`src/shared/dfs_pkg.sv`:
```
// constants and register map of the destination-fifo slot register set
// assumes one apb slave clock shared with the channel controller
package dfs_pkg;
  // ------------------------------------------------------------------
  // register offsets
  // ------------------------------------------------------------------
  localparam logic [7:0] OFS_SRC_REF   = 8'h00;
  localparam logic [7:0] OFS_DST_REF   = 8'h04;
  localparam logic [7:0] OFS_STATUS    = 8'h08;
  localparam logic [7:0] OFS_MASK      = 8'h0c;
  localparam logic [7:0] OFS_OPT0      = 8'h10;
  localparam logic [7:0] OFS_OPT1      = 8'h14;
  localparam logic [7:0] OFS_SRC0      = 8'h18;
  localparam logic [7:0] OFS_SRC1      = 8'h1c;
  localparam logic [7:0] OFS_DST_ADDR  = 8'h20;
  // ------------------------------------------------------------------
  // options fields
  // ------------------------------------------------------------------
  localparam int         OPT_CHAIN_BIT = 22;
  localparam int         OPT_IRQ_BIT   = 20;
  localparam int         OPT_CODE_LO   = 12;
  localparam int         OPT_FW_LO     = 8;
  localparam int         OPT_PRI_LO    = 4;
  localparam int         OPT_DAM_BIT   = 1;
  localparam int         OPT_SAM_BIT   = 0;
  localparam logic [31:0] OPT_RW_MASK  = 32'h0053f773;
  localparam logic [31:0] OPT_RESET    = 32'h00000000;
  // ------------------------------------------------------------------
  // fifo width codes and status bits
  // ------------------------------------------------------------------
  localparam logic [2:0] FW_8          = 3'h0;
  localparam logic [2:0] FW_16         = 3'h1;
  localparam logic [2:0] FW_32         = 3'h2;
  localparam logic [2:0] FW_64         = 3'h3;
  localparam logic [2:0] FW_128        = 3'h4;
  localparam int         ST_DONE_BIT   = 0;
  localparam int         ST_BADFW_BIT  = 1;
  localparam int         NUM_SLOTS     = 2;
  typedef enum logic {DFS_IDLE, DFS_RUN} dfs_state_t;
endpackage

```
`src/verilog/dfs_dest_fifo.sv`:
```
// destination-fifo slot register set with write address sequencer
// assumes apb master on pclk and a channel controller on the same clock
`timescale 1ns/100ps
`default_nettype none
module dfs_dest_fifo
  import dfs_pkg::*;
(
  // clock and reset
  input  wire logic        pclk,
  input  wire logic        presetn,
  // apb slave
  input  wire logic        psel,
  input  wire logic        penable,
  input  wire logic        pwrite,
  input  wire logic [7:0]  paddr,
  input  wire logic [31:0] pwdata,
  output logic      [31:0] prdata,
  output logic             pready,
  output logic             pslverr,
  // transfer request from channel controller
  input  wire logic        tr_valid,
  input  wire logic        tr_slot,
  input  wire logic [31:0] tr_options,
  input  wire logic [31:0] tr_dst_addr,
  input  wire logic [15:0] tr_first_dim_byte_count,
  input  wire logic [15:0] tr_bcnt,
  input  wire logic [15:0] tr_dst_bidx,
  output logic             tr_ready,
  // write commands
  output logic             wr_valid,
  output logic      [31:0] wr_addr,
  input  wire logic        wr_ready,
  // completion report
  output logic             done_valid,
  output logic       [5:0] done_code,
  output logic             done_chain,
  output logic             done_irq,
  // interrupt
  output logic             irq
);
  // ------------------------------------------------------------------
  // helpers
  // ------------------------------------------------------------------
  function automatic logic [15:0] fw_mask(input logic [2:0] code);
    unique case (code)
      FW_8:    fw_mask = 16'h0000;
      FW_16:   fw_mask = 16'h0001;
      FW_32:   fw_mask = 16'h0003;
      FW_64:   fw_mask = 16'h0007;
      FW_128:  fw_mask = 16'h000f;
      default: fw_mask = 16'h0000;
    endcase
  endfunction

  function automatic logic [31:0] step_addr(input logic [31:0] base,
                                             input logic [15:0] ofs,
                                             input logic [31:0] opt);
    logic [15:0] o;
    o = ofs;
    if (opt[OPT_DAM_BIT])
      o = ofs & fw_mask(opt[OPT_FW_LO +: 3]);
    step_addr = base + {16'h0000, o};
  endfunction

  // ------------------------------------------------------------------
  // state
  // ------------------------------------------------------------------
  dfs_state_t  state_reg,    state_next;
  logic [31:0] opt_reg      [NUM_SLOTS];
  logic [31:0] opt_next     [NUM_SLOTS];
  logic        cur_reg,      cur_next;
  logic [31:0] ref_reg,      ref_next;
  logic [31:0] daddr_reg,    daddr_next;
  logic [15:0] first_dim_byte_count_reg,     first_dim_byte_count_next;
  logic [15:0] arld_reg,     arld_next;
  logic [15:0] bcnt_reg,     bcnt_next;
  logic [15:0] bidx_reg,     bidx_next;
  logic [15:0] ofs_reg,      ofs_next;
  logic        wrv_reg,      wrv_next;
  logic [31:0] wra_reg,      wra_next;
  logic        done_reg,     done_next;
  logic [5:0]  code_reg,     code_next;
  logic        dch_reg,      dch_next;
  logic        dirq_reg,     dirq_next;
  logic        trr_reg,      trr_next;
  logic [1:0]  stat_reg,     stat_next;
  logic [1:0]  mask_reg,     mask_next;
  logic        irq_reg,      irq_next;
  logic [31:0] rdata_reg,    rdata_next;
  logic        rdy_reg,      rdy_next;
  logic        err_reg,      err_next;
  logic        accept;
  logic        wr_fire;
  logic        apb_wr;
  logic [31:0] opt_cur;
  logic [1:0]  ev;

  assign accept  = tr_valid && trr_reg;
  assign wr_fire = wrv_reg && wr_ready;
  assign apb_wr  = psel && penable && pwrite && rdy_reg && !err_reg;
  assign opt_cur = opt_reg[cur_reg];

  // ------------------------------------------------------------------
  // next-state logic
  // ------------------------------------------------------------------
  always_comb begin
    state_next = state_reg;
    for (int i = 0; i < NUM_SLOTS; i++) begin
      opt_next[i] = opt_reg[i];
    end
    cur_next   = cur_reg;
    ref_next   = ref_reg;
    daddr_next = daddr_reg;
    first_dim_byte_count_next  = first_dim_byte_count_reg;
    arld_next  = arld_reg;
    bcnt_next  = bcnt_reg;
    bidx_next  = bidx_reg;
    ofs_next   = ofs_reg;
    wrv_next   = wrv_reg;
    wra_next   = wra_reg;
    done_next  = 1'b0;
    code_next  = code_reg;
    dch_next   = 1'b0;
    dirq_next  = 1'b0;
    mask_next  = mask_reg;
    ev         = 2'b00;
    // software write to the writable option fields
    if (apb_wr && (paddr == OFS_OPT0 || paddr == OFS_OPT1)) begin
      opt_next[paddr[2]] = pwdata & OPT_RW_MASK;
    end
    if (apb_wr && paddr == OFS_MASK) begin
      mask_next = pwdata[1:0];
    end
    unique case (state_reg)
      DFS_IDLE: begin
        if (accept) begin
          opt_next[tr_slot] = tr_options & OPT_RW_MASK;
          cur_next   = tr_slot;
          ref_next   = tr_dst_addr;
          first_dim_byte_count_next  = tr_first_dim_byte_count;
          arld_next  = tr_first_dim_byte_count;
          bcnt_next  = tr_bcnt;
          bidx_next  = tr_dst_bidx;
          ofs_next   = 16'h0000;
          wrv_next   = 1'b1;
          wra_next   = tr_dst_addr;
          state_next = DFS_RUN;
          if (tr_options[OPT_FW_LO +: 3] > FW_128) begin
            ev[ST_BADFW_BIT] = 1'b1;
          end
        end
      end
      DFS_RUN: begin
        if (wr_fire) begin
          daddr_next = wra_reg;
          if (first_dim_byte_count_reg <= 16'h0001) begin
            // array serviced: reload count, advance reference unless last array
            first_dim_byte_count_next = arld_reg;
            ofs_next  = 16'h0000;
            // reference stays on the last array once done
            if (bcnt_reg <= 16'h0001) begin
              bcnt_next  = 16'h0000;
              wrv_next   = 1'b0;
              state_next = DFS_IDLE;
              done_next  = 1'b1;
              code_next  = opt_cur[OPT_CODE_LO +: 6];
              dch_next   = opt_cur[OPT_CHAIN_BIT];
              dirq_next  = opt_cur[OPT_IRQ_BIT];
              ev[ST_DONE_BIT] = 1'b1;
            end else begin
              bcnt_next = bcnt_reg - 16'h0001;
              ref_next  = ref_reg + {{16{bidx_reg[15]}}, bidx_reg};
              wra_next  = ref_reg + {{16{bidx_reg[15]}}, bidx_reg};
            end
          end else begin
            first_dim_byte_count_next = first_dim_byte_count_reg - 16'h0001;
            ofs_next  = ofs_reg + 16'h0001;
            // width only matters in constant mode
            wra_next  = step_addr(ref_reg, ofs_reg + 16'h0001,
                                  opt_cur);
          end
        end
      end
    endcase
    trr_next = (state_next == DFS_IDLE);
    // sticky status, set wins over write-one-to-clear
    stat_next = stat_reg;
    if (apb_wr && paddr == OFS_STATUS) begin
      stat_next = stat_reg & ~pwdata[1:0];
    end
    stat_next = stat_next | ev;
    irq_next  = |(stat_next & mask_next);
  end

  // ------------------------------------------------------------------
  // apb read path
  // ------------------------------------------------------------------
  always_comb begin
    rdy_next   = psel && !penable;
    err_next   = 1'b0;
    rdata_next = 32'h00000000;
    if (psel && !penable) begin
      unique case (paddr)
        OFS_SRC_REF:  rdata_next = 32'h00000000;
        OFS_DST_REF:  rdata_next = ref_reg;
        OFS_STATUS:   rdata_next = {30'h0, stat_reg};
        OFS_MASK:     rdata_next = {30'h0, mask_reg};
        OFS_OPT0:     rdata_next = opt_reg[0] & OPT_RW_MASK;
        OFS_OPT1:     rdata_next = opt_reg[1] & OPT_RW_MASK;
        OFS_SRC0:     rdata_next = 32'h00000000;
        OFS_SRC1:     rdata_next = 32'h00000000;
        OFS_DST_ADDR: rdata_next = daddr_reg;
        default:      err_next   = 1'b1;
      endcase
    end
  end

  // ------------------------------------------------------------------
  // registers
  // ------------------------------------------------------------------
  always_ff @(posedge pclk or negedge presetn) begin
    if (!presetn) begin
      state_reg <= DFS_IDLE;
      for (int i = 0; i < NUM_SLOTS; i++) begin
        opt_reg[i] <= OPT_RESET;
      end
      cur_reg   <= 1'b0;
      ref_reg   <= 32'h00000000;
      daddr_reg <= 32'h00000000;
      first_dim_byte_count_reg  <= 16'h0000;
      arld_reg  <= 16'h0000;
      bcnt_reg  <= 16'h0000;
      bidx_reg  <= 16'h0000;
      ofs_reg   <= 16'h0000;
      wrv_reg   <= 1'b0;
      wra_reg   <= 32'h00000000;
      done_reg  <= 1'b0;
      code_reg  <= 6'h00;
      dch_reg   <= 1'b0;
      dirq_reg  <= 1'b0;
      trr_reg   <= 1'b1;
      stat_reg  <= 2'h0;
      mask_reg  <= 2'h0;
      irq_reg   <= 1'b0;
      rdata_reg <= 32'h00000000;
      rdy_reg   <= 1'b0;
      err_reg   <= 1'b0;
    end else begin
      state_reg <= state_next;
      for (int i = 0; i < NUM_SLOTS; i++) begin
        opt_reg[i] <= opt_next[i];
      end
      cur_reg   <= cur_next;
      ref_reg   <= ref_next;
      daddr_reg <= daddr_next;
      first_dim_byte_count_reg  <= first_dim_byte_count_next;
      arld_reg  <= arld_next;
      bcnt_reg  <= bcnt_next;
      bidx_reg  <= bidx_next;
      ofs_reg   <= ofs_next;
      wrv_reg   <= wrv_next;
      wra_reg   <= wra_next;
      done_reg  <= done_next;
      code_reg  <= code_next;
      dch_reg   <= dch_next;
      dirq_reg  <= dirq_next;
      trr_reg   <= trr_next;
      stat_reg  <= stat_next;
      mask_reg  <= mask_next;
      irq_reg   <= irq_next;
      rdata_reg <= rdata_next;
      rdy_reg   <= rdy_next;
      err_reg   <= err_next;
    end
  end

  assign prdata     = rdata_reg;
  assign pready     = rdy_reg;
  assign pslverr    = err_reg;
  assign tr_ready   = trr_reg;
  assign wr_valid   = wrv_reg;
  assign wr_addr    = wra_reg;
  assign done_valid = done_reg;
  assign done_code  = code_reg;
  assign done_chain = dch_reg;
  assign done_irq   = dirq_reg;
  assign irq        = irq_reg;

  // ------------------------------------------------------------------
  // assertions
  // ------------------------------------------------------------------
  a_src_ref_zero: assert property (@(posedge pclk) disable iff (!presetn)
    psel && !penable && (paddr == OFS_SRC_REF || paddr == OFS_SRC0
      || paddr == OFS_SRC1) |=> prdata == 32'h0)
    else $error("source field read nonzero");

  a_ref_on_accept: assert property (@(posedge pclk) disable iff (!presetn)
    accept |=> ref_reg == $past(tr_dst_addr) && wr_addr == ref_reg)
    else $error("reference not loaded on accept");

  a_ref_hold: assert property (@(posedge pclk) disable iff (!presetn)
    done_valid |-> ref_reg == $past(ref_reg))
    else $error("reference moved at completion");

  a_chain_report: assert property (@(posedge pclk) disable iff (!presetn)
    done_valid |-> done_chain == opt_cur[OPT_CHAIN_BIT])
    else $error("chain enable not reported");

  a_irq_report: assert property (@(posedge pclk) disable iff (!presetn)
    done_valid |-> done_irq == opt_cur[OPT_IRQ_BIT])
    else $error("interrupt enable not reported");

  a_code_report: assert property (@(posedge pclk) disable iff (!presetn)
    done_valid |-> done_code == opt_cur[OPT_CODE_LO +: 6]
      && state_reg == DFS_IDLE)
    else $error("completion code mismatch");

  a_const_wrap: assert property (@(posedge pclk) disable iff (!presetn)
    wr_valid && state_reg == DFS_RUN && opt_cur[OPT_DAM_BIT]
      |-> (wr_addr - ref_reg) <= {16'h0, fw_mask(opt_cur[10:8])})
    else $error("constant mode address left fifo width");

  a_incrementing_mode_step: assert property (@(posedge pclk) disable iff (!presetn)
    wr_fire && !opt_cur[OPT_DAM_BIT] && first_dim_byte_count_reg > 16'h1
      |=> wr_addr == $past(wr_addr) + 32'h1)
    else $error("increment mode did not step");

  a_count_reload: assert property (@(posedge pclk) disable iff (!presetn)
    wr_fire && first_dim_byte_count_reg <= 16'h1 && bcnt_reg > 16'h1
      |=> first_dim_byte_count_reg == arld_reg)
    else $error("byte count not reloaded");

  a_last_addr: assert property (@(posedge pclk) disable iff (!presetn)
    wr_fire |=> daddr_reg == $past(wr_addr))
    else $error("last write address not held");

  a_badfw_flag: assert property (@(posedge pclk) disable iff (!presetn)
    accept && tr_options[10:8] > FW_128
      |=> stat_reg[ST_BADFW_BIT])
    else $error("reserved width not flagged");

  a_opt_reserved: assert property (@(posedge pclk) disable iff (!presetn)
    ##1 (opt_reg[0] & ~OPT_RW_MASK) == 32'h0
      && (opt_reg[1] & ~OPT_RW_MASK) == 32'h0)
    else $error("reserved option bits set");

  a_irq_level: assert property (@(posedge pclk) disable iff (!presetn)
    ##1 irq == |(stat_reg & mask_reg))
    else $error("interrupt level mismatch");
endmodule // dfs_dest_fifo
`default_nettype wire

```
`config.mk`:
```
export PLATFORM = sky130hd
export DESIGN_NAME = dfs_dest_fifo
export DESIGN_NICKNAME = d
export VERILOG_FILES = /design/src/shared/dfs_pkg.sv /design/src/verilog/dfs_dest_fifo.sv
export SDC_FILE = /design/constraint.sdc
export NUM_CORES = 1
export LEC_CHECK = 0
export ABC_AREA = 1
export BUFFER_PORTS_ARGS = -buffer_cell sky130_fd_sc_hd__buf_2
export CORE_ASPECT_RATIO = 1.1
export CORE_MARGIN = 8
export CORE_UTILIZATION = 53
export CTS_CLUSTER_DIAMETER = 80
export DETAILED_ROUTE_END_ITERATION = 6
export PLACE_DENSITY = 0.75
export SYNTH_ARGS = -nofsm -noshare
export SYNTH_HDL_FRONTEND = slang
export SYNTH_SLANG_ARGS = --single-unit
```
`constraint.sdc`:
```
create_clock -name pclk -period 7.94 [get_ports pclk]
set_input_delay 0.397 -clock pclk [delete_from_list [all_inputs] [get_ports pclk]]
set_output_delay 0.397 -clock pclk [all_outputs]
set_load 0.02 [all_outputs]
```
* Word level (Yosys, flattened, before mapping)
Index checks and enable logic that the tools add are counted.
Widths: inputs -> output; s select.
** Storage, ports and cells
- Bits of input ports :: 160
- Logic and storage cells :: 164
- Register bits after elaboration :: 292
** Operators by class
- Order comparisons :: 8
- Reductions and logical operators :: 26
- Multiplexer cells :: 73
- Bitwise gates (word level) :: 10
- Add/subtract/negate cells :: 5
- Equality and inequality tests :: 18
** Operators with widths (number)
- $mux 16 :: 18
- $mux 32 :: 9
- $mux 64 :: 3
- $pmux 32 s6 :: 1
- $bwmux 64 :: 2
- $pmux 32 s2 :: 2
- $pmux 16 s2 :: 3
- $mux 23 :: 3
- $demux 32 s1 :: 2
- $add 32x16->32 :: 1
- $add 32x32->32 :: 1
- $eq 8x5->1 const B :: 4
- $le 16x1->1 const B :: 2
- $sub 16x1->16 const B :: 2
- $mux 1 :: 25
- $add 16x1->16 const B :: 1
- $and 16x16->16 :: 1
- $eq 8x4->1 const B :: 2
- $pmux 4 s4 :: 1
- $logic_and 1x1->1 :: 12
- $reduce_and 4->1 :: 3
- $reduce_or 9->1 :: 1
- $eq 8x3->1 const B :: 1
- $eq 8x6->1 const B :: 1
- other kinds (22) :: 39

* Longest topological paths before layout
Gate-level depths: netlist (run 1).
- Depth after elaboration :: 19
- Gate-level depth with buffers :: 24
- Gate-level depth less buffers :: 24

* Least setup slack after synthesis (run 1)
No wires, ideal clock.
- Path kind :: flip-flop to flip-flop
- Start point :: reg cur_reg
- End point :: reg wra_reg[10], in the netlist wr_addr[10]
- Setup slack :: 5008 ps
- Library setup time :: 118 ps
- Stages on the path, launching flop included :: 19
- Data required time :: 7822 ps
- Data arrival time :: 2814 ps
- Path through :: dfrtp_1 -> clkbuf_1 -> o21ai_0 -> nand2_1 -> o21bai_1 -> inv_1 -> ha_1 -> fa_1 -> nand2_1 -> nand2_1 -> nand3b_1 -> nand2_1 -> nand2_1 -> nand2_1 -> or2_2 -> nand3_1 -> nand2_1 -> a21oi_1 -> nor2_1
** Between the ends
- Word-level cells in the longest chain between the ends :: 19
** Ends and longest elaborated chain
- from (decl) :: RTL line dfs_dest_fifo.sv:71 : logic cur_reg, cur_next;
- from (signal assigned) :: RTL line dfs_dest_fifo.sv:253 : cur_reg <= cur_next;
- $not 1->2 (implied by the code) * :: RTL line dfs_dest_fifo.sv:101 : assign opt_cur = opt_reg[cur_reg];
- $mux 23 (implied by the code) * (3 in a row) :: RTL line dfs_dest_fifo.sv:101
- $eq 3x3->1 (tied with other cells) :: RTL line dfs_dest_fifo.sv:45 : unique case (code)
- $pmux 4 s4 :: RTL line dfs_dest_fifo.sv:45
- $mux 16 :: RTL line dfs_dest_fifo.sv:60 : if (opt[OPT_DAM_BIT])
- $mux 16 :: RTL line dfs_dest_fifo.sv:156 : if (first_dim_byte_count_reg <= 16'h0001) begin
- $mux 16 :: RTL line dfs_dest_fifo.sv:154 : if (wr_fire) begin
- $mux 16 :: RTL line dfs_dest_fifo.sv:134 : unique case (state_reg)
- $and 16x16->16 :: RTL line dfs_dest_fifo.sv:61 : o = ofs & fw_mask(opt[OPT_FW_LO +: 3]);
- $mux 16 * :: RTL line dfs_dest_fifo.sv:60
- $mux 16 * :: RTL line dfs_dest_fifo.sv:156
- $mux 16 * :: RTL line dfs_dest_fifo.sv:154
- $mux 16 * :: RTL line dfs_dest_fifo.sv:134
- $add 32x16->32 * :: RTL line dfs_dest_fifo.sv:62 : step_addr = base + {16'h0000, o};
- $mux 32 * :: RTL line dfs_dest_fifo.sv:156
- $mux 32 * :: RTL line dfs_dest_fifo.sv:154
- $pmux 32 s2 * :: RTL line dfs_dest_fifo.sv:134
- to (signal assigned) :: RTL line dfs_dest_fifo.sv:262 : wra_reg <= wra_next;
- to (decl) :: RTL line dfs_dest_fifo.sv:80 : logic [31:0] wra_reg, wra_next;
Every way passes the cells marked *; elsewhere a longest branch is shown, timed or not. The select of a mux whose other input is x is not followed.
A chain may end at the register's enable or synchronous reset.

* Final worst setup path (run 1)
Same ends and word-level chain as after synthesis.

==> flow_metrics.py, run 1 <==
metrics = {
    "logic_synthesis": {
        "ys_types": 54,
        "synth_fp_nets": 2620,
        "ys_seq_area_frac": 0.3918,
        "synth_ff_type": "dfrtp_1",
        "synth-warning-count": 0,
        "synth-edff-count": 0,
        "syn_inst": 2406,
        "syn_area_sq_um": 16610,
        "synth_area_per_cell_sq_um": 6.904,
        "async_flop_share": 1.000,
        "yosysTopAreaCellShare": 0.3902,
        "synth_area_leaders": "dfrtp_1, nand2_1, inv_1",
        "yosysTopAreaCell": "dfrtp_1",
        "ys_seq_elements": 260,
    },
    "finish": {
        "ff_latch_area_sq_um": 6509,
        "n_fill_cell": 2963,
        "fin_nets": 2788,
        "drive_gt1_frac": 0.1180,
        "multi_input_area_sq_um": 8482,
        "instances_no_fill": 3014,
        "antenna_cells": 0,
        "synthToLayoutAreaGrowth_pct": 13.94,
    },
    "global_route": {
        "overflow": 0,
        "track_usage": 0.2837,
        "antenna_found_initial": 1,
        "grt_max_degree": 134,
        "grt_pass1_wl_mm": 84.28,
        "grt_pass1_vias": 15870,
    },
    "sta": {
        "worst_pin_slew_ns": 1.206,
        "fin_tns_setup_ns": 0,
        "finClkSkew_ns": 0.02154,
        "relSlewSlack": 0.1953,
        "drv_slew": 0,
        "setup_viol_count_final": 0,
        "rsz0062_at_grt": "no",
        "finalHoldViolations": 0,
        "period_needed_ns": 3.766,
        "max_freq_ghz": 0.2656,
        "post-route-period-util": 0.4743,
    },
    "clocking": {
        "tritoncts": "yes",
        "clockRootBuffer": "clkbuf_16",
        "cts_max_level": 1,
        "cts_inserted_buffers": 29,
        "clock_path_buffers": 3,
        "postCtsSetupBuffers": 0,
        "clk_pin_slew_worst_paths_ns": 0.06,
        "clock_latency_ns": 0.58,
        "clock-sinks": 260,
    },
    "route": {
        "first_pass_iters": 5,
        "via_count": 16540,
        "drt_iter0_drc": 1636,
        "wl_mm": 53.87,
        "wl_per_cell_um": 17.87,
        "met1_length_mm": 23.71,
        "vias_per_cell": 5.489,
        "antenna_left": 0,
        "drcViolationCount": 0,
        "wl_met2_mm": 23.34,
        "dr.max_layer_used": "met5",
        "wl_met3_mm": 4.961,
    },
    "worst_setup_path": {
        "critPathKind": "flop to flop",
        "end_kind": "flop",
        "worst-path-max-fanout": 23,
        "arrival_ns": 4.22,
        "cp.required_ns": 8.39,
        "start_kind": "flop",
    },
    "floorplan": {
        "fp.dieH_um": 201.7,
        "dieArea_sq_um": 37270,
        "ios": 238,
        "rows": 68,
        "dieWidth_um": 184.8,
        "start_util": 0.5334,
        "coreArea_sq_um": 31140,
    },
    "run": {
        "max_cap_viol_count": 0,
    },
    "outcome": {
        "status": "finished clean",
    },
    "placement": {
        "port_buffers": 205,
        "gp_congestion": 0.9420,
        "dp_cells": 2962,
        "place_hpwl_mm": 40.42,
    },
    "pwr": {
        "power.density_nw_per_um2": 149.0,
        "leakage_uw": 0.01047,
        "vdd_drop_max_mv": 0.1694,
    },
    "hold_path": {
        "worstHoldPathType": "primary input to flop",
    },
}
## report_power, final
part	total, uW	internal [uW]	switching [uW]
Sequential	1330	1330	1.45
Clock	1410	838	572
Combinational	81.4	28.9	52.5
Total	2820	2190	626
## critical path, stage by stage (launching register included)
cell and delay [ns]:
dfrtp_1 0.78, o21ai_0 0.29, and2_1 0.21, nand2_1 0.08, nand2_1 0.08, o21bai_1 0.14, inv_1 0.07, ha_1 0.23
fa_1 0.45, nand2_1 0.10, nand2_1 0.06, nand3b_1 0.08, nand2_1 0.13, nand2_1 0.09, nand2_1 0.11, or2_2 0.29
nand3_1 0.07, nand2_1 0.07, a21oi_1 0.24, nor2_1 0.07
## layout by cell type (no fill, tap or decap), types with 19 or more instances in the layout
master / n
a22oi_1: 24
o22ai_1: 32
ha_1: 52
nand2_1: 764
nor3_1: 19
nor2_1: 231
nand4_1: 19
clkbuf_16: 29
o211ai_1: 32
xor2_1: 26
a21oi_1: 115
dfrtp_1: 258
buf_2: 204
o21ai_0: 161
inv_1: 321
nand3_1: 136
## final timing paths
check	startpoint	slack, ns	endpoint	cells past startpoint
max	cur_reg	4.17	wr_addr[10]	19
min	tr_dst_bidx[10]	0.02	bidx_reg[10]	3
max reg2reg	cur_reg	4.17	wr_addr[10]	19
min reg2reg	daddr_reg[23]	0.47	daddr_reg[23]	2
max in group asynchronous	presetn	6.16	ref_reg[18]	3
min in group asynchronous	presetn	0.44	opt_reg[12]	2
## stage by stage
stage               utilization  setup WS, ns  power (uW)  cell area [sq um]  hold slack (ns)
global route             0.6078         3.902        2896              18930          0.02601
CTS                      0.6078         4.216        2839              18930         0.007529
detailed placement       0.5749         4.289        1434              17900           0.4585
finish                   0.6078         4.174        2820              18930          0.02422
floorplan                     -         5.008        1365              16610           0.1014
global placement         0.5749         4.350        1433              17900           0.4541
## cell families after synthesis
kind of cell               share of synthesized area
DFF                                           0.3918
AOI/OAI and AO/OA                             0.1504
buffers and inverters                        0.09845
xor gates and xnor gates                     0.02109
adders and majority gates                    0.04158
and+or+nand+nor                               0.2967
## synth_stat cells, types with 3 or more instances
cell and instances:
a21oi_1 115, a221oi_1 14, a22o_1 3, a22oi_1 24, a31oi_1 17, and2_1 3, and3_1 3, buf_2 21
buf_4 4, buf_6 5, clkbuf_1 49, dfrtp_1 259, ha_1 52, inv_1 321, inv_2 12, nand2_1 764
nand2_2 5, nand3_1 136, nand3b_1 7, nand4_1 19, nor2_1 231, nor2_2 5, nor3_1 19, o211ai_1 32
o21ai_0 161, o21ai_1 5, o21bai_1 8, o22ai_1 32, o31ai_1 3, or2_2 7, xnor2_1 14, xor2_1 26
## layer usage
layer | GRT usage | vias to the layer above
met5 | 0 | -
met4 | 0.09840 | 2
met2 | 0.4334 | 694
li1 | - | 8090
met3 | 0.04835 | 85
met1 | 0.4004 | 7673
## timing repair
action / in CTS / in global routing
gates resized for setup: 0 / 0
endpoints found under the hold margin: 53 / 0
hold buffers: 1 / 0
## layout make-up
cell class              instances  area share
inverters                     334     0.06638
repair buffers                217     0.06029
well taps                     420     0.02777
multi-input cells            1732      0.4482
clock inverters                 9    0.006743
clock buffers                  42     0.04674
flip-flops and latches        260      0.3439
Power figures use the tool's default switching activity.
==> inputs of run 2 (changes only) <==
--- a/config.mk
+++ b/config.mk
@@ -5,7 +5,7 @@
 export SDC_FILE = /design/constraint.sdc
 export NUM_CORES = 1
 export LEC_CHECK = 0
-export ABC_AREA = 1
+export ABC_AREA = 0
 export BUFFER_PORTS_ARGS = -buffer_cell sky130_fd_sc_hd__buf_2
 export CORE_ASPECT_RATIO = 1.1
 export CORE_MARGIN = 8
==> constraint.sdc (replaced) <==
create_clock -name pclk -period 3.7 [get_ports pclk]
set_input_delay 0.185 -clock pclk [delete_from_list [all_inputs] [get_ports pclk]]
set_output_delay 0.185 -clock pclk [all_outputs]
set_load 0.02 [all_outputs]
==> run 2 against run 1 <==
Compared with the run above: the run now ends with negative setup slack left; count of clock-buffer cells in the layout decreased by 3; die area decreased by 5.5%; clock skew decreased by 0.0075 ns; sequential share of layout area decreased by 0.99 points; final cell count decreased by 16%; maximum frequency increased by 1.7%; synthesized area decreased by 6.0%; flip-flop and latch count unchanged; power increased by 120%; utilization increased by 5.7 points; global-route usage about the same; critical path type unchanged; largest power group unchanged.
==> flow_metrics.py, run 2 <==
metrics = {
    "finish": {
        "final_cell_mix": "nand2_1, dfrtp_1, buf_2",
        "antenna_cells": 0,
        "multi_input_area_sq_um": 8756,
        "instances_no_fill": 2536,
        "ff_latch_area_sq_um": 6510,
        "n_fill_cell": 2313,
        "fin_nets": 2354,
        "synthToLayoutAreaGrowth_pct": 24.85,
        "drive_gt1_frac": 0.1836,
        "layout_commonest_cell": "nand2_1",
    },
    "sta": {
        "hold_slack_ns": 0.01202,
        "drv_slew": 0,
        "relSlewSlack": 0.2491,
        "setup_viol_count_final": 1,
        "worst_pin_slew_ns": 1.125,
        "post-route-period-util": 1.001,
        "period_needed_ns": 3.703,
        "finClkSkew_ns": 0.01402,
        "max_freq_ghz": 0.2701,
        "finalHoldViolations": 0,
        "rsz0062_at_grt": "yes",
        "fin_ws_ns": -0.002867,
    },
    "clocking": {
        "cts_inserted_buffers": 28,
        "tritoncts": "yes",
        "clk_pin_slew_worst_paths_ns": 0.06,
        "clockRootBuffer": "clkbuf_16",
        "clock-sinks": 260,
        "clock_latency_ns": 0.55,
        "clock_path_buffers": 3,
        "cts_max_level": 1,
    },
    "logic_synthesis": {
        "synth_fp_nets": 2044,
        "synth-warning-count": 0,
        "ys_seq_elements": 260,
        "yosysTopAreaCell": "dfrtp_1",
        "ys_types": 89,
        "synth-edff-count": 0,
        "async_flop_share": 1.000,
        "syn_inst": 1830,
        "synth_area_leaders": "dfrtp_1, nand2_1, o21ai_0",
        "yosysTopAreaCellShare": 0.4151,
        "synth_common_cells": "nand2_1, dfrtp_1, nor2_1",
        "synth_most_common_cell": "nand2_1",
        "syn_area_sq_um": 15610,
        "ys_seq_area_frac": 0.4168,
        "synth_ff_type": "dfrtp_1",
        "synth_area_per_cell_sq_um": 8.531,
    },
    "worst_setup_path": {
        "cp.required_ns": 4.13,
        "worst-path-max-fanout": 7,
        "critPathKind": "flop to flop",
        "end_kind": "flop",
        "r2r_slack_ns": -0.003,
        "start_kind": "flop",
        "arrival_ns": 4.14,
    },
    "placement": {
        "place_hpwl_mm": 36.10,
        "port_buffers": 205,
        "gp_congestion": 0.9371,
        "dp_cells": 2370,
    },
    "global_route": {
        "antenna_found_initial": 1,
        "grt_pass1_vias": 15350,
        "grt_pass1_wl_mm": 82.48,
        "grt_max_degree": 109,
        "overflow": 0,
        "track_usage": 0.2842,
    },
    "route": {
        "drt_iter0_drc": 1425,
        "via_count": 15350,
        "vias_per_cell": 6.054,
        "antenna_left": 0,
        "wl_per_cell_um": 20.32,
        "drcViolationCount": 0,
        "wl_mm": 51.54,
        "first_pass_iters": 7,
    },
    "floorplan": {
        "coreArea_sq_um": 29320,
        "fp.dieH_um": 196.0,
        "start_util": 0.5326,
        "rows": 66,
        "dieWidth_um": 179.6,
        "ios": 238,
        "dieArea_sq_um": 35210,
    },
    "pwr": {
        "leakage_uw": 0.009493,
        "vdd_drop_max_mv": 0.3536,
        "power.density_nw_per_um2": 321.0,
    },
    "outcome": {
        "violations": "negative setup slack",
        "status": "finished with violations",
    },
    "hold_path": {
        "worstHoldPathType": "primary input to flop",
    },
    "run": {
        "max_cap_viol_count": 0,
    },
}
## run 2: cell types whose count changed in the layout (fill, tap and decap cells not counted), moves of 27 or more
cell	delta
nand2_1	-383
nand3_1	-110
a21o_1	+28
xnor2_1	+28
nor2_1	-52
inv_1	-303
mux2i_1	+74
o22ai_1	-27
dlygate4sd3_1	+104
and3_1	+29
buf_4	+57
## run 2: worst paths after layout
| check | start | endpoint | cells after the start |
|---|---|---|---|
| setup / recovery | ofs_reg[1] | wr_addr[16] | 18 |
| hold / removal | tr_dst_addr[25] | ref_reg[25] | 3 |
| setup reg to reg | ofs_reg[1] | wr_addr[16] | 18 |
| hold reg to reg | done_code[2] | done_code[2] | 2 |
| max in group asynchronous | presetn | arld_reg[7] | 3 |
| min in group asynchronous | presetn | done_code[1] | 2 |
## run 2: logic make-up after synthesis
kind of cell    share of synthesized area
simple gates                       0.2074
flops                              0.4168
buf+inv                           0.03182
mux                               0.05313
compound gates                     0.2079
xor+xnor                          0.03871
fa+ha+maj                         0.04424
## run 2: repair_timing
action | 4_1_cts | 5_1_grt
pin swaps | 4 | 20
hold buffers | 105 | 0
buffers inserted | 5 | 4
endpoints found under the setup margin | 3 | 17
hold endpoints to repair | 220 | 0
resized for setup | 3 | 21
## run 2: per-stage QoR
step	power, uW	setup WS (ns)	utilization	setup TNS [ns]	instance area [sq um]
final	6258	-0.002867	0.6649	-0.002867	19490
after global routing	6426	-0.1426	0.6649	-0.7525	19490
after CTS	6283	0.001251	0.6612	0	19380
after detailed placement	3094	-0.08419	0.5881	-0.08623	17240
after global placement	3091	0.02419	0.5881	0	17240
after floorplan	2929	-0.08178	-	-0.08178	15650
## run 2: worst max-delay path: stages (launching register included)
cell	delay (ns)
dfrtp_1	0.37
ha_2	0.20
nand3_2	0.10
nor2_2	0.14
and3_4	0.19
and3_4	0.18
and3_4	0.18
and3_4	0.20
xnor2_2	0.12
nor2_1	0.07
ha_1	0.33
a21o_1	0.19
buf_4	0.13
o21a_1	0.17
a311o_2	0.43
xnor2_2	0.21
and3_1	0.18
a21oi_1	0.05
o22a_1	0.17
## run 2: layer usage
| metal | routed length, um | part of all wire | vias to the layer above | track usage |
|---|---|---|---|---|
| met1 | 21250 | 0.41 | 7424 | 0.3627 |
| met4 | 1926 | 0.037 | 0 | 0.1063 |
| met3 | 4010 | 0.078 | 143 | 0.04810 |
| li1 | - | - | 7110 | - |
| met5 | 0 | 0 | - | 0 |
| met2 | 24350 | 0.47 | 675 | 0.4798 |
## run 2: power breakdown
part	leakage [uW]	internal, uW	switching, uW
registers	0.00360	2850	2.55
clock network	0.000508	1950	1180
logic	0.00539	134	143
## run 2: area by class of cell
class | count | area share
inverter | 19 | 0.003659
multi-input combinational | 1450 | 0.4492
tap | 374 | 0.02401
timing repair buffer | 381 | 0.1361
clock inverter | 13 | 0.01136
clock buffer | 39 | 0.04172
sequential | 260 | 0.3340
==> inputs of run 3 (changes only) <==
--- a/config.mk
+++ b/config.mk
@@ -9,10 +9,9 @@
 export BUFFER_PORTS_ARGS = -buffer_cell sky130_fd_sc_hd__buf_2
 export CORE_ASPECT_RATIO = 1.1
 export CORE_MARGIN = 8
-export CORE_UTILIZATION = 53
+export CORE_UTILIZATION = 35
 export CTS_CLUSTER_DIAMETER = 80
 export DETAILED_ROUTE_END_ITERATION = 6
-export PLACE_DENSITY = 0.75
 export SYNTH_ARGS = -nofsm -noshare
 export SYNTH_HDL_FRONTEND = slang
 export SYNTH_SLANG_ARGS = --single-unit
==> run 3 against run 2 <==
Compared with the run above: the run now ends clean; final area rose by 2.8%; combinational power about the same; routed wire length increased by 5.5%; largest cell class unchanged; clock power rose by 7.3%.
==> flow_metrics.py, run 3 (synthesis gave the netlist of run 2 again) <==
metrics = {
    "outcome": {
        "status": "finished clean",
    },
    "sta": {
        "post-route-period-util": 0.9842,
        "rsz0062_at_grt": "yes",
        "finalHoldViolations": 0,
        "worst_pin_slew_ns": 1.034,
        "finClkSkew_ns": 0.02220,
        "setup_viol_count_final": 0,
        "max_freq_ghz": 0.2746,
        "relSlewSlack": 0.3105,
        "fin_tns_setup_ns": 0,
        "period_needed_ns": 3.641,
        "drv_slew": 0,
    },
    "floorplan": {
        "fp.dieH_um": 237.5,
        "rows": 81,
        "dieArea_sq_um": 51630,
        "coreArea_sq_um": 44290,
        "start_util": 0.3525,
        "dieWidth_um": 217.4,
        "ios": 238,
    },
    "worst_setup_path": {
        "start_kind": "flop",
        "worstPathBufferInverterCount": 0,
        "slowest_stage": "dfrtp_1",
        "critPathKind": "flop to flop",
        "end_kind": "flop",
        "arrival_ns": 4.03,
        "critPathTopFamily": "simple AND/OR/NAND/NOR gates",
        "cp_common_cell": "and3_4",
        "worst-path-max-fanout": 6,
        "path_cells": "ha_4, nand3_2, nor2_2, and3_4, and3_4, and3_4, and3_4, xnor2_2, nor2_1, ha_1, a21o_1, a21o_1, and2_4, a32oi_4, nand2_4, a21o_1, a2111oi_4, nor3_1",
        "slowest_delay_ns": 0.41,
        "cp.required_ns": 4.09,
    },
    "finish": {
        "ff_latch_area_sq_um": 6511,
        "fin_nets": 2369,
        "synthToLayoutAreaGrowth_pct": 28.35,
        "n_fill_cell": 4317,
        "layout_commonest_cell": "nand2_1",
        "final_cell_mix": "nand2_1, dfrtp_1, buf_2",
        "multi_input_area_sq_um": 8820,
        "fin_util": 0.4525,
        "drive_gt1_frac": 0.1885,
        "instances_no_fill": 2763,
    },
    "clocking": {
        "clock_latency_ns": 0.54,
        "cts_max_level": 2,
        "clockRootBuffer": "clkbuf_16",
        "clock-sinks": 260,
        "cts_inserted_buffers": 34,
        "tritoncts": "yes",
        "clk_pin_slew_worst_paths_ns": 0.06,
        "clock_path_buffers": 3,
    },
    "placement": {
        "dp_cells": 2574,
        "port_buffers": 205,
        "place_hpwl_mm": 39.20,
        "gp_congestion": 0.9447,
    },
    "route": {
        "drt_iter0_drc": 1123,
        "wl_per_cell_um": 19.68,
        "drcViolationCount": 0,
        "first_pass_iters": 5,
        "antenna_left": 0,
        "vias_per_cell": 5.441,
        "wl_mm": 54.37,
        "via_count": 15030,
    },
    "hold_path": {
        "worstHoldPathType": "primary input to flop",
    },
    "global_route": {
        "grt_pass1_vias": 15110,
        "track_usage": 0.2063,
        "overflow": 0,
        "grt_max_degree": 136,
        "grt_pass1_wl_mm": 85.88,
        "antenna_found_initial": 1,
    },
    "pwr": {
        "power.density_nw_per_um2": 323.7,
        "leakage_uw": 0.009593,
        "vdd_drop_max_mv": 0.3621,
    },
    "run": {
        "max_cap_viol_count": 0,
    },
}
[run 3: cell types whose count changed in the layout (fill, tap and decap cells not counted), moves of 3 or more]
cell,before,now
and3_1,32,29
and3_4,4,7
bufinv_16,6,2
clkbuf_16,29,35
dlygate4sd3_1,105,112
[run 3: worst paths after layout]
| path | start | end | slack (ns) | cells after the start |
|---|---|---|---|---|
| setup / recovery | ofs_reg[0] | wr_addr[19] | 0.06 | 18 |
| hold / removal | tr_bcnt[15] | bcnt_reg[15] | 0.04 | 3 |
| setup reg to reg | ofs_reg[0] | wr_addr[19] | 0.06 | 18 |
| hold reg to reg | arld_reg[12] | arld_reg[12] | 0.48 | 2 |
| max in group asynchronous | presetn | ofs_reg[2] | 2.31 | 3 |
| min in group asynchronous | presetn | prdata[27] | 0.17 | 2 |
[run 3: routing by layer]
| metal | share of wire | up-vias | track usage |
|---|---|---|---|
| met2 | 0.46 | 450 | 0.3346 |
| met4 | 0.034 | 0 | 0.07792 |
| li1 | - | 7168 | - |
| met5 | 0 | - | 0 |
| met1 | 0.44 | 7312 | 0.2732 |
| met3 | 0.062 | 103 | 0.03484 |
[run 3: final cells by class]
cell class              instances  area share
clock buffers                  48     0.04964
repair buffers                390      0.1376
well taps                     581     0.03628
inverters                      19    0.003559
multi-input cells            1450      0.4401
clock inverters                13    0.007617
flip-flops and latches        260      0.3249
diodes                          2   0.0002498
[run 3: worst register-to-register path: cells and delay by family (launching register included)]
kind | cells | cell delay, ns
XOR/XNOR | 1 | 0.11
AND/OR/NAND/NOR | 10 | 1.37
adder cells (fa/ha/maj) | 2 | 0.50
AO/OA/AOI/OAI | 5 | 1.11
flip-flops | 1 | 0.41
[run 3: report_power, final]
group / switching (uW) / total (uW) / internal [uW]
logic: 143 / 278 / 135
clock network: 1330 / 3360 / 2030
registers: 2.86 / 2850 / 2850
[run 3: metrics by stage]
| stage | hold WS, ns | setup slack, ns | instance area [sq um] | power, uW |
|---|---|---|---|---|
| after floorplan | -0.1106 | -0.08178 | 15650 | 2929 |
| after global placement | 0.1400 | 0.05634 | 17490 | 3097 |
| after detailed placement | 0.1562 | -0.06276 | 17490 | 3100 |
| after CTS | 0.004158 | 0.001576 | 19820 | 6572 |
| after global routing | 0.02712 | -0.1157 | 20040 | 6687 |
| final | 0.03731 | 0.05861 | 20040 | 6487 |
[run 3: timing repair]
item	CTS	global route
endpoints found under the hold margin	176	0
pin swaps	7	18
endpoints found under the setup margin	3	16
gates resized for setup	6	30
buffers inserted	4	10
hold buffers	112	0
